## config.mk

```make
export PLATFORM = sky130hd
export DESIGN_NAME = api_status_rx_frame_builder
export DESIGN_NICKNAME = d
export VERILOG_FILES = /design/src/pkg/api_frame_pkg.sv /design/src/logic/byte_fifo.sv /design/src/logic/tx_status_encoder.sv /design/src/logic/api_status_rx_frame_builder.sv
export VERILOG_INCLUDE_DIRS = /design/src /design/src/pkg
export SDC_FILE = /design/constraint.sdc
export NUM_CORES = 1
export LEC_CHECK = 0
export ABC_CLOCK_PERIOD_IN_PS = 5800
export BUFFER_PORTS_ARGS = -buffer_cell sky130_fd_sc_hd__buf_2
export CAP_MARGIN = 20
export CORE_ASPECT_RATIO = 1.2
export CORE_MARGIN = 4
export CORE_UTILIZATION = 56
export CTS_BUF_LIST = sky130_fd_sc_hd__clkbuf_8
export CTS_CLUSTER_DIAMETER = 200
export DETAILED_ROUTE_END_ITERATION = 8
export MAX_ROUTING_LAYER = met4
export PLACE_DENSITY = 0.8
export SYNTH_ARGS = -nofsm -noshare
export SYNTH_HDL_FRONTEND = slang
export SYNTH_SLANG_ARGS = --single-unit
```

## constraint.sdc

```tcl
create_clock -name clk -period 5.8 [get_ports clk]
set_clock_uncertainty 0.15 [all_clocks]
set_input_delay 1.16 -clock clk [delete_from_list [all_inputs] [get_ports clk]]
set_output_delay 1.16 -clock clk [all_outputs]
set_load 0.01 [all_outputs]
```

## src/pkg/api_frame_regs.svh

```systemverilog
// Frame constants for the serial API status and receive frame builder.
`ifndef API_FRAME_REGS_SVH
`define API_FRAME_REGS_SVH

`define START_DELIM      8'h7E
`define TYPE_TX_STATUS   8'h89
`define TYPE_RX_ADDR64   8'h80
`define TYPE_RX_ADDR16   8'h81
`define ST_SUCCESS       8'h00
`define ST_NO_ACK        8'h01
`define ST_CCA_FAIL      8'h02
`define ST_INDIRECT      8'h03
`define ST_XCVR_FAIL     8'h04
`define ST_NET_ACK_FAIL  8'h21
`define ST_NOT_JOINED    8'h22
`define ST_INTERNAL      8'h31
`define ST_RESOURCE      8'h32
`define ST_TOO_LONG      8'h74
`define FMT_LEGACY       2'h2
`define SHORT_ADDR_NONE  16'hFFFE
`define OPT_BCAST_BIT    1
`define OPT_ALLPAN_BIT   2
`define LEN_TX_STATUS    16'h0003
`define LEN_RX64_BASE    16'h000B
`define LEN_RX16_BASE    16'h0005
`define ADDR64_BYTES     4'h8
`define ADDR16_BYTES     4'h2
`define CSUM_BASE        8'hFF

`endif

```

## src/pkg/api_frame_pkg.sv

```systemverilog
// Types shared by the serial API frame builder.
package api_frame_pkg;

  typedef enum logic [3:0] {
    RES_SUCCESS,
    RES_NO_ACK,
    RES_CCA_FAIL,
    RES_INDIRECT,
    RES_XCVR_FAIL,
    RES_NET_ACK_FAIL,
    RES_NOT_JOINED,
    RES_INTERNAL,
    RES_RESOURCE,
    RES_TOO_LONG
  } txResult_t;

  typedef enum logic [11:0] {
    ST_IDLE  = 12'h001,
    ST_DELIM = 12'h002,
    ST_LENH  = 12'h004,
    ST_LENL  = 12'h008,
    ST_TYPE  = 12'h010,
    ST_ID    = 12'h020,
    ST_STAT  = 12'h040,
    ST_ADDR  = 12'h080,
    ST_RSSI  = 12'h100,
    ST_OPTS  = 12'h200,
    ST_DATA  = 12'h400,
    ST_CSUM  = 12'h800
  } frameState_t;

endpackage

```

## src/logic/byte_fifo.sv

```systemverilog
// Small synchronous FIFO with valid and ready on both sides.
`timescale 1ns/1ps
module byte_fifo #(
  parameter int WIDTH = 8,
  parameter int DEPTH = 4
) (
  input  wire logic             clk,       // Module clock.
  input  wire logic             sys_rst,   // Synchronous reset, active high.
  input  wire logic             inValid,   // Writer offers a word.
  output logic                  inReady,   // FIFO has room.
  input  wire logic [WIDTH-1:0] inData,    // Word offered.
  output logic                  outValid,  // FIFO holds a word.
  input  wire logic             outReady,  // Reader takes the word.
  output logic      [WIDTH-1:0] outData    // Oldest word.
);
  localparam int AW = (DEPTH > 1) ? $clog2(DEPTH) : 1;

  logic [WIDTH-1:0] mem [DEPTH];
  logic [AW-1:0]    wrPtr_r;
  logic [AW-1:0]    rdPtr_r;
  logic [AW:0]      count_r;
  logic [AW:0]      count_nxt;
  logic             push;
  logic             pop;

  function automatic logic [AW-1:0] ptrInc(input logic [AW-1:0] p);
    ptrInc = (p == AW'(DEPTH - 1)) ? '0 : AW'(p + 1'b1);
  endfunction

  assign push     = inValid && inReady;
  assign pop      = outValid && outReady;
  assign outValid = (count_r != '0);
  assign outData  = mem[rdPtr_r];

  always_comb begin
    count_nxt = count_r;
    if (push && !pop) begin
      count_nxt = (AW+1)'(count_r + 1'b1);
    end else if (pop && !push) begin
      count_nxt = (AW+1)'(count_r - 1'b1);
    end
  end

  always_ff @(posedge clk) begin
    if (sys_rst) begin
      count_r <= '0;
      inReady <= 1'b1;
      wrPtr_r <= '0;
      rdPtr_r <= '0;
    end else begin
      count_r <= count_nxt;
      inReady <= (count_nxt != (AW+1)'(DEPTH));
      if (push) begin
        wrPtr_r <= ptrInc(wrPtr_r);
      end
      if (pop) begin
        rdPtr_r <= ptrInc(rdPtr_r);
      end
    end
  end

  always_ff @(posedge clk) begin
    if (push) begin
      mem[wrPtr_r] <= inData;
    end
  end
endmodule

```

## src/logic/tx_status_encoder.sv

```systemverilog
// Maps a transmit outcome to its delivery status byte.
`timescale 1ns/1ps
module tx_status_encoder
  import api_frame_pkg::*;
(
  input  wire txResult_t   result,      // Outcome of the transmit request.
  input  wire logic        broadcast,   // Request was a broadcast.
  output logic       [7:0] statusByte   // Delivery status byte.
);
`include "api_frame_regs.svh"

  always_comb begin
    case (result)
      RES_SUCCESS:      statusByte = `ST_SUCCESS;
      RES_NO_ACK:       statusByte = `ST_NO_ACK;
      RES_CCA_FAIL:     statusByte = `ST_CCA_FAIL;
      RES_INDIRECT:     statusByte = `ST_INDIRECT;
      RES_XCVR_FAIL:    statusByte = `ST_XCVR_FAIL;
      RES_NET_ACK_FAIL: statusByte = `ST_NET_ACK_FAIL;
      RES_NOT_JOINED:   statusByte = `ST_NOT_JOINED;
      RES_INTERNAL:     statusByte = `ST_INTERNAL;
      RES_RESOURCE:     statusByte = `ST_RESOURCE;
      RES_TOO_LONG:     statusByte = `ST_TOO_LONG;
      default:          statusByte = `ST_INTERNAL;
    endcase
    // Broadcasts are never acknowledged, so any failure is hidden.
    if (broadcast) begin
      statusByte = `ST_SUCCESS;
    end
  end
endmodule

```

## src/logic/api_status_rx_frame_builder.sv

```systemverilog
// Builds transmit status and legacy receive packet frames as a byte stream.
`timescale 1ns/1ps
module api_status_rx_frame_builder
  import api_frame_pkg::*;
#(
  parameter int FIFO_DEPTH = 4
) (
  input  wire logic        clk,              // Module clock, 250 MHz.
  input  wire logic        sys_rst,          // Synchronous reset, active high.
  input  wire logic [1:0]  apiOutputFormat,  // Output format setting.
  input  wire logic        txDoneValid,      // Transmit request completed.
  output logic             txDoneAck,        // Completion taken, one cycle.
  input  wire logic [7:0]  txFrameId,        // Identifier of the request.
  input  wire txResult_t   txResult,         // Outcome of the request.
  input  wire logic        txBroadcast,      // Request was a broadcast.
  input  wire logic        rxHdrValid,       // Received packet header offered.
  output logic             rxHdrAck,         // Header taken, one cycle.
  input  wire logic [63:0] rxSrcAddr64,      // Sender long address.
  input  wire logic [15:0] rxSrcAddr16,      // Sender short address.
  input  wire logic [15:0] ownShortAddress,  // This node's own short address setting.
  input  wire logic [7:0]  rxRssiDbm,        // Signal strength, signed dBm.
  input  wire logic        rxBroadcast,      // Packet was a broadcast.
  input  wire logic        rxAllPans,        // Broadcast across all PANs.
  input  wire logic [15:0] rxPayloadLen,     // Payload length in bytes.
  input  wire logic        rxDataValid,      // Payload byte offered.
  output logic             rxDataReady,      // Payload buffer has room.
  input  wire logic [7:0]  rxData,           // Payload byte.
  output logic             outValid,         // Frame byte valid.
  input  wire logic        outReady,         // Host takes the frame byte.
  output logic [7:0]       outData           // Frame byte.
);
`include "api_frame_regs.svh"

  frameState_t state_r;
  frameState_t state_nxt;
  logic        isRx_r;
  logic        is64_r;
  logic        drain_r;
  logic [7:0]  frameId_r;
  logic [7:0]  status_r;
  logic [63:0] addr_r;
  logic [3:0]  addrLeft_r;
  logic [7:0]  rssi_r;
  logic [7:0]  opts_r;
  logic [15:0] len_r;
  logic [15:0] dataLeft_r;
  logic [7:0]  sum_r;
  logic [7:0]  sum_nxt;
  logic [7:0]  byte_nxt;
  logic        valid_nxt;
  logic        advance;
  logic        takeTx;
  logic        dropTx;
  logic        takeRx;
  logic        legacy;
  logic        sender64;
  logic        fifoValid;
  logic        fifoPop;
  logic [7:0]  fifoData;
  logic [7:0]  statusEnc;

  // Payload bytes wait here until the header bytes have gone out.
  byte_fifo #(
    .WIDTH (8),
    .DEPTH (FIFO_DEPTH)
  ) u_payload_fifo (
    .clk      (clk),
    .sys_rst  (sys_rst),
    .inValid  (rxDataValid),
    .inReady  (rxDataReady),
    .inData   (rxData),
    .outValid (fifoValid),
    .outReady (fifoPop),
    .outData  (fifoData)
  );

  // Status byte is worked out combinationally and captured when a completion is taken.
  tx_status_encoder u_status_enc (
    .result     (txResult),
    .broadcast  (txBroadcast),
    .statusByte (statusEnc)
  );

  // Magnitude of a signed dBm reading; positive readings clamp to zero.
  function automatic logic [7:0] rssiMagnitude(input logic [7:0] dbm);
    rssiMagnitude = dbm[7] ? 8'(~dbm + 8'h01) : 8'h00;
  endfunction

  // True for the states whose byte belongs to the checksummed body.
  function automatic logic inBody(input frameState_t s);
    case (s)
      ST_TYPE, ST_ID, ST_STAT, ST_ADDR, ST_RSSI, ST_OPTS, ST_DATA: begin
        inBody = 1'b1;
      end
      default: begin
        inBody = 1'b0;
      end
    endcase
  endfunction

  // Bytes of type, address, RSSI and options ahead of the payload.
  function automatic logic [15:0] rxBaseLen(input logic wide);
    rxBaseLen = wide ? `LEN_RX64_BASE : `LEN_RX16_BASE;
  endfunction

  // A new byte may be loaded when the output register is empty or being taken.
  assign advance  = !outValid || outReady;
  assign legacy   = (apiOutputFormat == `FMT_LEGACY);
  assign sender64 = (ownShortAddress == `SHORT_ADDR_NONE);
  // Requests are taken only when the last checksum byte has left or is leaving,
  // so that a stalled host never causes a captured request to be lost.
  assign takeTx   = (state_r == ST_IDLE) && !drain_r && advance && txDoneValid;
  assign dropTx   = takeTx && (txFrameId == 8'h00);
  assign takeRx   = (state_r == ST_IDLE) && !drain_r && advance && !txDoneValid
                    && rxHdrValid;
  assign fifoPop  = fifoValid && (drain_r || ((state_r == ST_DATA) && advance));

  always_comb begin
    state_nxt = state_r;
    byte_nxt  = outData;
    valid_nxt = outValid && !outReady;
    sum_nxt   = sum_r;
    if (advance) begin
      valid_nxt = 1'b1;
      case (state_r)
        ST_IDLE: begin
          valid_nxt = 1'b0;
          if ((takeTx && !dropTx) || (takeRx && legacy)) begin
            state_nxt = ST_DELIM;
          end
        end
        ST_DELIM: begin
          byte_nxt  = `START_DELIM;
          sum_nxt   = 8'h00;
          state_nxt = ST_LENH;
        end
        ST_LENH: begin
          byte_nxt  = len_r[15:8];
          state_nxt = ST_LENL;
        end
        ST_LENL: begin
          byte_nxt  = len_r[7:0];
          state_nxt = ST_TYPE;
        end
        ST_TYPE: begin
          if (!isRx_r) begin
            byte_nxt  = `TYPE_TX_STATUS;
            state_nxt = ST_ID;
          end else begin
            byte_nxt  = is64_r ? `TYPE_RX_ADDR64 : `TYPE_RX_ADDR16;
            state_nxt = ST_ADDR;
          end
        end
        ST_ID: begin
          byte_nxt  = frameId_r;
          state_nxt = ST_STAT;
        end
        ST_STAT: begin
          byte_nxt  = status_r;
          state_nxt = ST_CSUM;
        end
        // The address register shifts left, so its top byte is always next.
        ST_ADDR: begin
          byte_nxt = addr_r[63:56];
          if (addrLeft_r == 4'h1) begin
            state_nxt = ST_RSSI;
          end
        end
        ST_RSSI: begin
          byte_nxt  = rssi_r;
          state_nxt = ST_OPTS;
        end
        ST_OPTS: begin
          byte_nxt  = opts_r;
          state_nxt = (dataLeft_r == 16'h0000) ? ST_CSUM : ST_DATA;
        end
        // An empty payload buffer leaves a gap in the stream until a byte arrives.
        ST_DATA: begin
          byte_nxt  = fifoData;
          valid_nxt = fifoValid;
          if (fifoValid && (dataLeft_r == 16'h0001)) begin
            state_nxt = ST_CSUM;
          end
        end
        ST_CSUM: begin
          byte_nxt  = 8'(`CSUM_BASE - sum_r);
          state_nxt = ST_IDLE;
        end
        default: begin
          valid_nxt = 1'b0;
          state_nxt = ST_IDLE;
        end
      endcase
      // Every byte after the length field and before the checksum is summed.
      if (valid_nxt && inBody(state_r)) begin
        sum_nxt = 8'(sum_r + byte_nxt);
      end
    end
  end

  // Frame sequencer state.
  always_ff @(posedge clk) begin
    if (sys_rst) begin
      state_r <= ST_IDLE;
    end else begin
      state_r <= state_nxt;
    end
  end

  // Output byte register; it holds its byte while the host stalls.
  always_ff @(posedge clk) begin
    if (sys_rst) begin
      outValid <= 1'b0;
    end else begin
      outValid <= valid_nxt;
    end
  end

  always_ff @(posedge clk) begin
    if (sys_rst) begin
      outData <= 8'h00;
    end else begin
      outData <= byte_nxt;
    end
  end

  // Running body sum; it restarts when the delimiter is loaded.
  always_ff @(posedge clk) begin
    if (sys_rst) begin
      sum_r <= 8'h00;
    end else begin
      sum_r <= sum_nxt;
    end
  end

  // Each acknowledge is a single pulse in the cycle after the request is taken.
  always_ff @(posedge clk) begin
    if (sys_rst) begin
      txDoneAck <= 1'b0;
    end else begin
      txDoneAck <= takeTx;
    end
  end

  always_ff @(posedge clk) begin
    if (sys_rst) begin
      rxHdrAck <= 1'b0;
    end else begin
      rxHdrAck <= takeRx;
    end
  end

  // Frame kind is fixed when a request is taken and held until the next one.
  always_ff @(posedge clk) begin
    if (sys_rst) begin
      isRx_r <= 1'b0;
      is64_r <= 1'b0;
    end else if (takeTx) begin
      isRx_r <= 1'b0;
    end else if (takeRx) begin
      isRx_r <= 1'b1;
      is64_r <= sender64;
    end
  end

  // Identifier and status of a completed request.
  always_ff @(posedge clk) begin
    if (sys_rst) begin
      frameId_r <= 8'h00;
      status_r  <= 8'h00;
    end else if (takeTx) begin
      frameId_r <= txFrameId;
      status_r  <= statusEnc;
    end
  end

  // Signal strength and option flags of a received packet.
  always_ff @(posedge clk) begin
    if (sys_rst) begin
      rssi_r <= 8'h00;
      opts_r <= 8'h00;
    end else if (takeRx) begin
      rssi_r <= rssiMagnitude(rxRssiDbm);
      opts_r <= 8'h00;
      opts_r[`OPT_BCAST_BIT]  <= rxBroadcast;
      opts_r[`OPT_ALLPAN_BIT] <= rxAllPans;
    end
  end

  // Length field; a payload length near the top of the range wraps.
  always_ff @(posedge clk) begin
    if (sys_rst) begin
      len_r <= 16'h0000;
    end else if (takeTx) begin
      len_r <= `LEN_TX_STATUS;
    end else if (takeRx) begin
      len_r <= 16'(rxBaseLen(sender64) + rxPayloadLen);
    end
  end

  // Address bytes leave most significant first.
  always_ff @(posedge clk) begin
    if (sys_rst) begin
      addr_r <= 64'h0000_0000_0000_0000;
    end else if (takeRx) begin
      addr_r <= sender64 ? rxSrcAddr64 : {rxSrcAddr16, 48'h0000_0000_0000};
    end else if ((state_r == ST_ADDR) && advance) begin
      addr_r <= {addr_r[55:0], 8'h00};
    end
  end

  // Address bytes still to be sent.
  always_ff @(posedge clk) begin
    if (sys_rst) begin
      addrLeft_r <= 4'h0;
    end else if (takeRx) begin
      addrLeft_r <= sender64 ? `ADDR64_BYTES : `ADDR16_BYTES;
    end else if ((state_r == ST_ADDR) && advance) begin
      addrLeft_r <= 4'(addrLeft_r - 4'h1);
    end
  end

  // Payload bytes still owed by the current packet.
  always_ff @(posedge clk) begin
    if (sys_rst) begin
      dataLeft_r <= 16'h0000;
    end else if (takeRx) begin
      dataLeft_r <= rxPayloadLen;
    end else if (fifoPop) begin
      dataLeft_r <= 16'(dataLeft_r - 16'h0001);
    end
  end

  // Payload of a packet that is not reported is drained and discarded.
  always_ff @(posedge clk) begin
    if (sys_rst) begin
      drain_r <= 1'b0;
    end else if (takeRx) begin
      drain_r <= !legacy && (rxPayloadLen != 16'h0000);
    end else if (fifoPop && (dataLeft_r == 16'h0001)) begin
      drain_r <= 1'b0;
    end
  end
endmodule

```

==> impl_metrics.json <==
{
  "status": "finished with violations",
  "violations": "DRC",
  "cp.arrival_ns": 4.94,
  "rows": 53,
  "ctsLongestPathBuffers": 2,
  "startpoint": "state_r[1]",
  "hold_violations": 0,
  "fin_area_mm2": 0.0114,
  "grt_max_degree": 89,
  "finalCritPeriodShare_pct": 80.5,
  "synthAdderAreaFrac_pct": 3.22,
  "synth_mux_area_share_pct": 9.94,
  "worst_pin_slew_ns": 1.03,
  "synth_commonest_cells": "dfxtp_1 (168), nor2_1 (121), a21oi_1 (115)",
  "synth-xor-area-share_pct": 2.24,
  "nets": 1398,
  "drt_iter0_markers": 619,
  "rsz0062_at_grt": "false",
  "worst-path-max-fanout": 12,
  "port_buffers": 162,
  "grt_pass1_vias": 8336,
  "drt_wl_total_um": 27100,
  "m1WireLength_um": 11500,
  "hold_ws_ns": 0.321,
  "die_w_um": 131,
  "required_ns": 6.07,
  "route.met3.wl_um": 1390,
  "gr-total-overflow": 0,
  "antenna_found_initial": 1,
  "setup_viol": 0,
  "post-cts-setup-buffer-count": 0,
  "ys_warn_count": 0,
  "ys_ff_latch": 200,
  "cts_tree": "built",
  "synthSimpleGateAreaFrac_pct": 17.9,
  "gp_congestion": 0.962,
  "synthesis.nets": 1284,
  "wl_per_cell_um": 18.6,
  "synth_top_family_by_area": "compound AO/OA/AOI/OAI gates",
  "synth-compound-area-share_pct": 20.4,
  "timing.rr.start": "state_r[1]",
  "top_layer": "met4",
  "hp-start": "rssi_r[2]",
  "dp_slack_ns": 1.22,
  "die-height_um": 156,
  "end_kind": "flop",
  "p_leak_nw": 4.27,
  "grt_pass1_wl_um": 43100,
  "cp-start-kind": "flop",
  "fin_tns_setup_ns": 0,
  "powerDensity_mw_per_mm2": 321,
  "clock_tree.root_cell": "clkbuf_8",
  "maxCapViolCount": 0,
  "die_area_mm2": 0.0204,
  "yosysTopAreaCell": "dfxtp_1",
  "cts_buffers": 17,
  "nFillCells": 1471,
  "synth-seq-area-share_pct": 42.5,
  "fmax_ghz": 0.214,
  "clock_sinks": 200,
  "ant_nets": 0,
  "syn_avg_cell_area_um2": 9.18,
  "period_minus_slack_ns": 4.67,
  "synth_edf_count": 32,
  "vias": 8864,
  "area_delta_synth_final_pct": 12.6,
  "htreeDepth": 4,
  "drv_slew": 0,
  "synth_cells": 1108,
  "core-area_mm2": 0.0177,
  "cts.hold.buffers_added": 0,
  "crit_type": "reg2reg",
  "synth_top_area_share_pct": 33.1,
  "drive_gt1_share_pct": 18.6,
  "path_clk_slew_ns": 0.10,
  "first_pass_iters": 7,
  "place_hpwl_um": 19900,
  "syn_area_mm2": 0.0102,
  "worst_slack_ns": 1.13,
  "dpl-instance-area_mm2": 0.0110,
  "start_util_pct": 57.4,
  "route.detailed.drc": 2,
  "async_reset_ff_share_pct": 0,
  "vdd_drop_max_mv": 0.182,
  "synth_area_leaders": "dfxtp_1 (33%), edfxtp_1 (9.5%), mux2i_1 (7.3%)",
  "synth_top_flop_cell": "dfxtp_1",
  "post_synth_num_cell_types": 76,
  "met2WireLength_um": 13600,
  "hold_path.class": "reg2reg",
  "cts_resized": 0,
  "insertion_delay_ns": 0.48,
  "pin_count": 163,
  "synth_most_common_cell": "dfxtp_1",
  "maxSlewHeadroom_pct": 31.2,
  "grt_usage_pct": 27.4,
  "via_per_inst": 6.09
}
final cells by class:
class	instances	area (um2)	area share (%)
timing repair buffer	169	878	7.67
sequential	200	4320	37.8
tap	220	275	2.40
clock inverter	15	168	1.46
multi-input combinational	812	5480	47.9
inverter	22	82.6	0.721
clock buffer	17	234	2.04
antenna	1	2.50	0.0219
worst max-delay path: stages (launching register included):
cell,delay (ns)
dfxtp_1,0.46
nor4_4,0.54
nand3_1,0.23
nor3b_1,0.89
a221oi_1,0.24
nand2_1,0.17
mux2_2,0.16
ha_1,0.22
a21o_1,0.20
a211oi_1,0.23
nor2_1,0.09
o41ai_1,0.39
nor3_1,0.10
or4_1,0.47
nand3_1,0.09
metrics by stage:
| step | util, % | power (mW) | std cells |
|---|---|---|---|
| global placement | 62.4 | 2.77 | 1423 |
| detailed placement | 62.4 | 2.79 | 1423 |
| CTS | 64.6 | 3.67 | 1455 |
| floorplan | - | 2.48 | 1108 |
| global route | 64.6 | 3.88 | 1456 |
| finish | 64.6 | 3.67 | 1456 |
placed cells by master, fill, tap and decap left out, types with 23 or more instances in the layout:
cell,count
nand2_1,71
buf_2,161
nor2b_1,33
edfxtp_1,32
dfxtp_1,168
a21oi_1,115
nand3_1,25
ha_1,23
nor3_1,23
a211oi_1,90
nor2_1,121
mux2i_1,74
cell families (layout without fill, tap and decap cells):
logic type               after synthesis  after routing
flip-flops                           200            200
adder cells (fa/ha/maj)               25             25
buffers and inverters                 96            223
multiplexers                          90             90
XOR/XNOR                              26             26
AO/OA/AOI/OAI                        312            312
AND/OR/NAND/NOR                      359            359
other                                  0              1
flip-flops by register name (all words and copies together), names as in the netlist, 8 cells and up, named ones only:
| register | cells |
|---|---|
| addr_r | 64 |
| dataLeft_r | 16 |
| frameId_r | 8 |
| len_r | 16 |
| outData | 8 |
| rssi_r | 8 |
| state_r | 12 |
| sum_r | 8 |
| u_payload_fifo.mem | 32 |
metal layers:
metal	vias to the layer above	GRT usage, %
met4	0	7.94
met5	-	-
li1	4346	-
met3	42	4.55
met1	4186	35.6
met2	290	44.0
power breakdown:
part           internal, mW  switching, mW
clock                 0.393          0.510
combinational         0.406          0.614
sequential             1.60          0.153
total                  2.40           1.28
path summary, 6_finish.rpt:
| kind | to | slack [ns] | cells after the start |
|---|---|---|---|
| worst max-delay path | sum_r[7] | 1.13 | 14 |
| worst min register to register | rssi_r[2] | 0.32 | 2 |
| worst min-delay path | rssi_r[2] | 0.32 | 2 |
| worst max register to register | sum_r[7] | 1.13 | 14 |
Note: power is estimated with default switching activity, not from simulation.
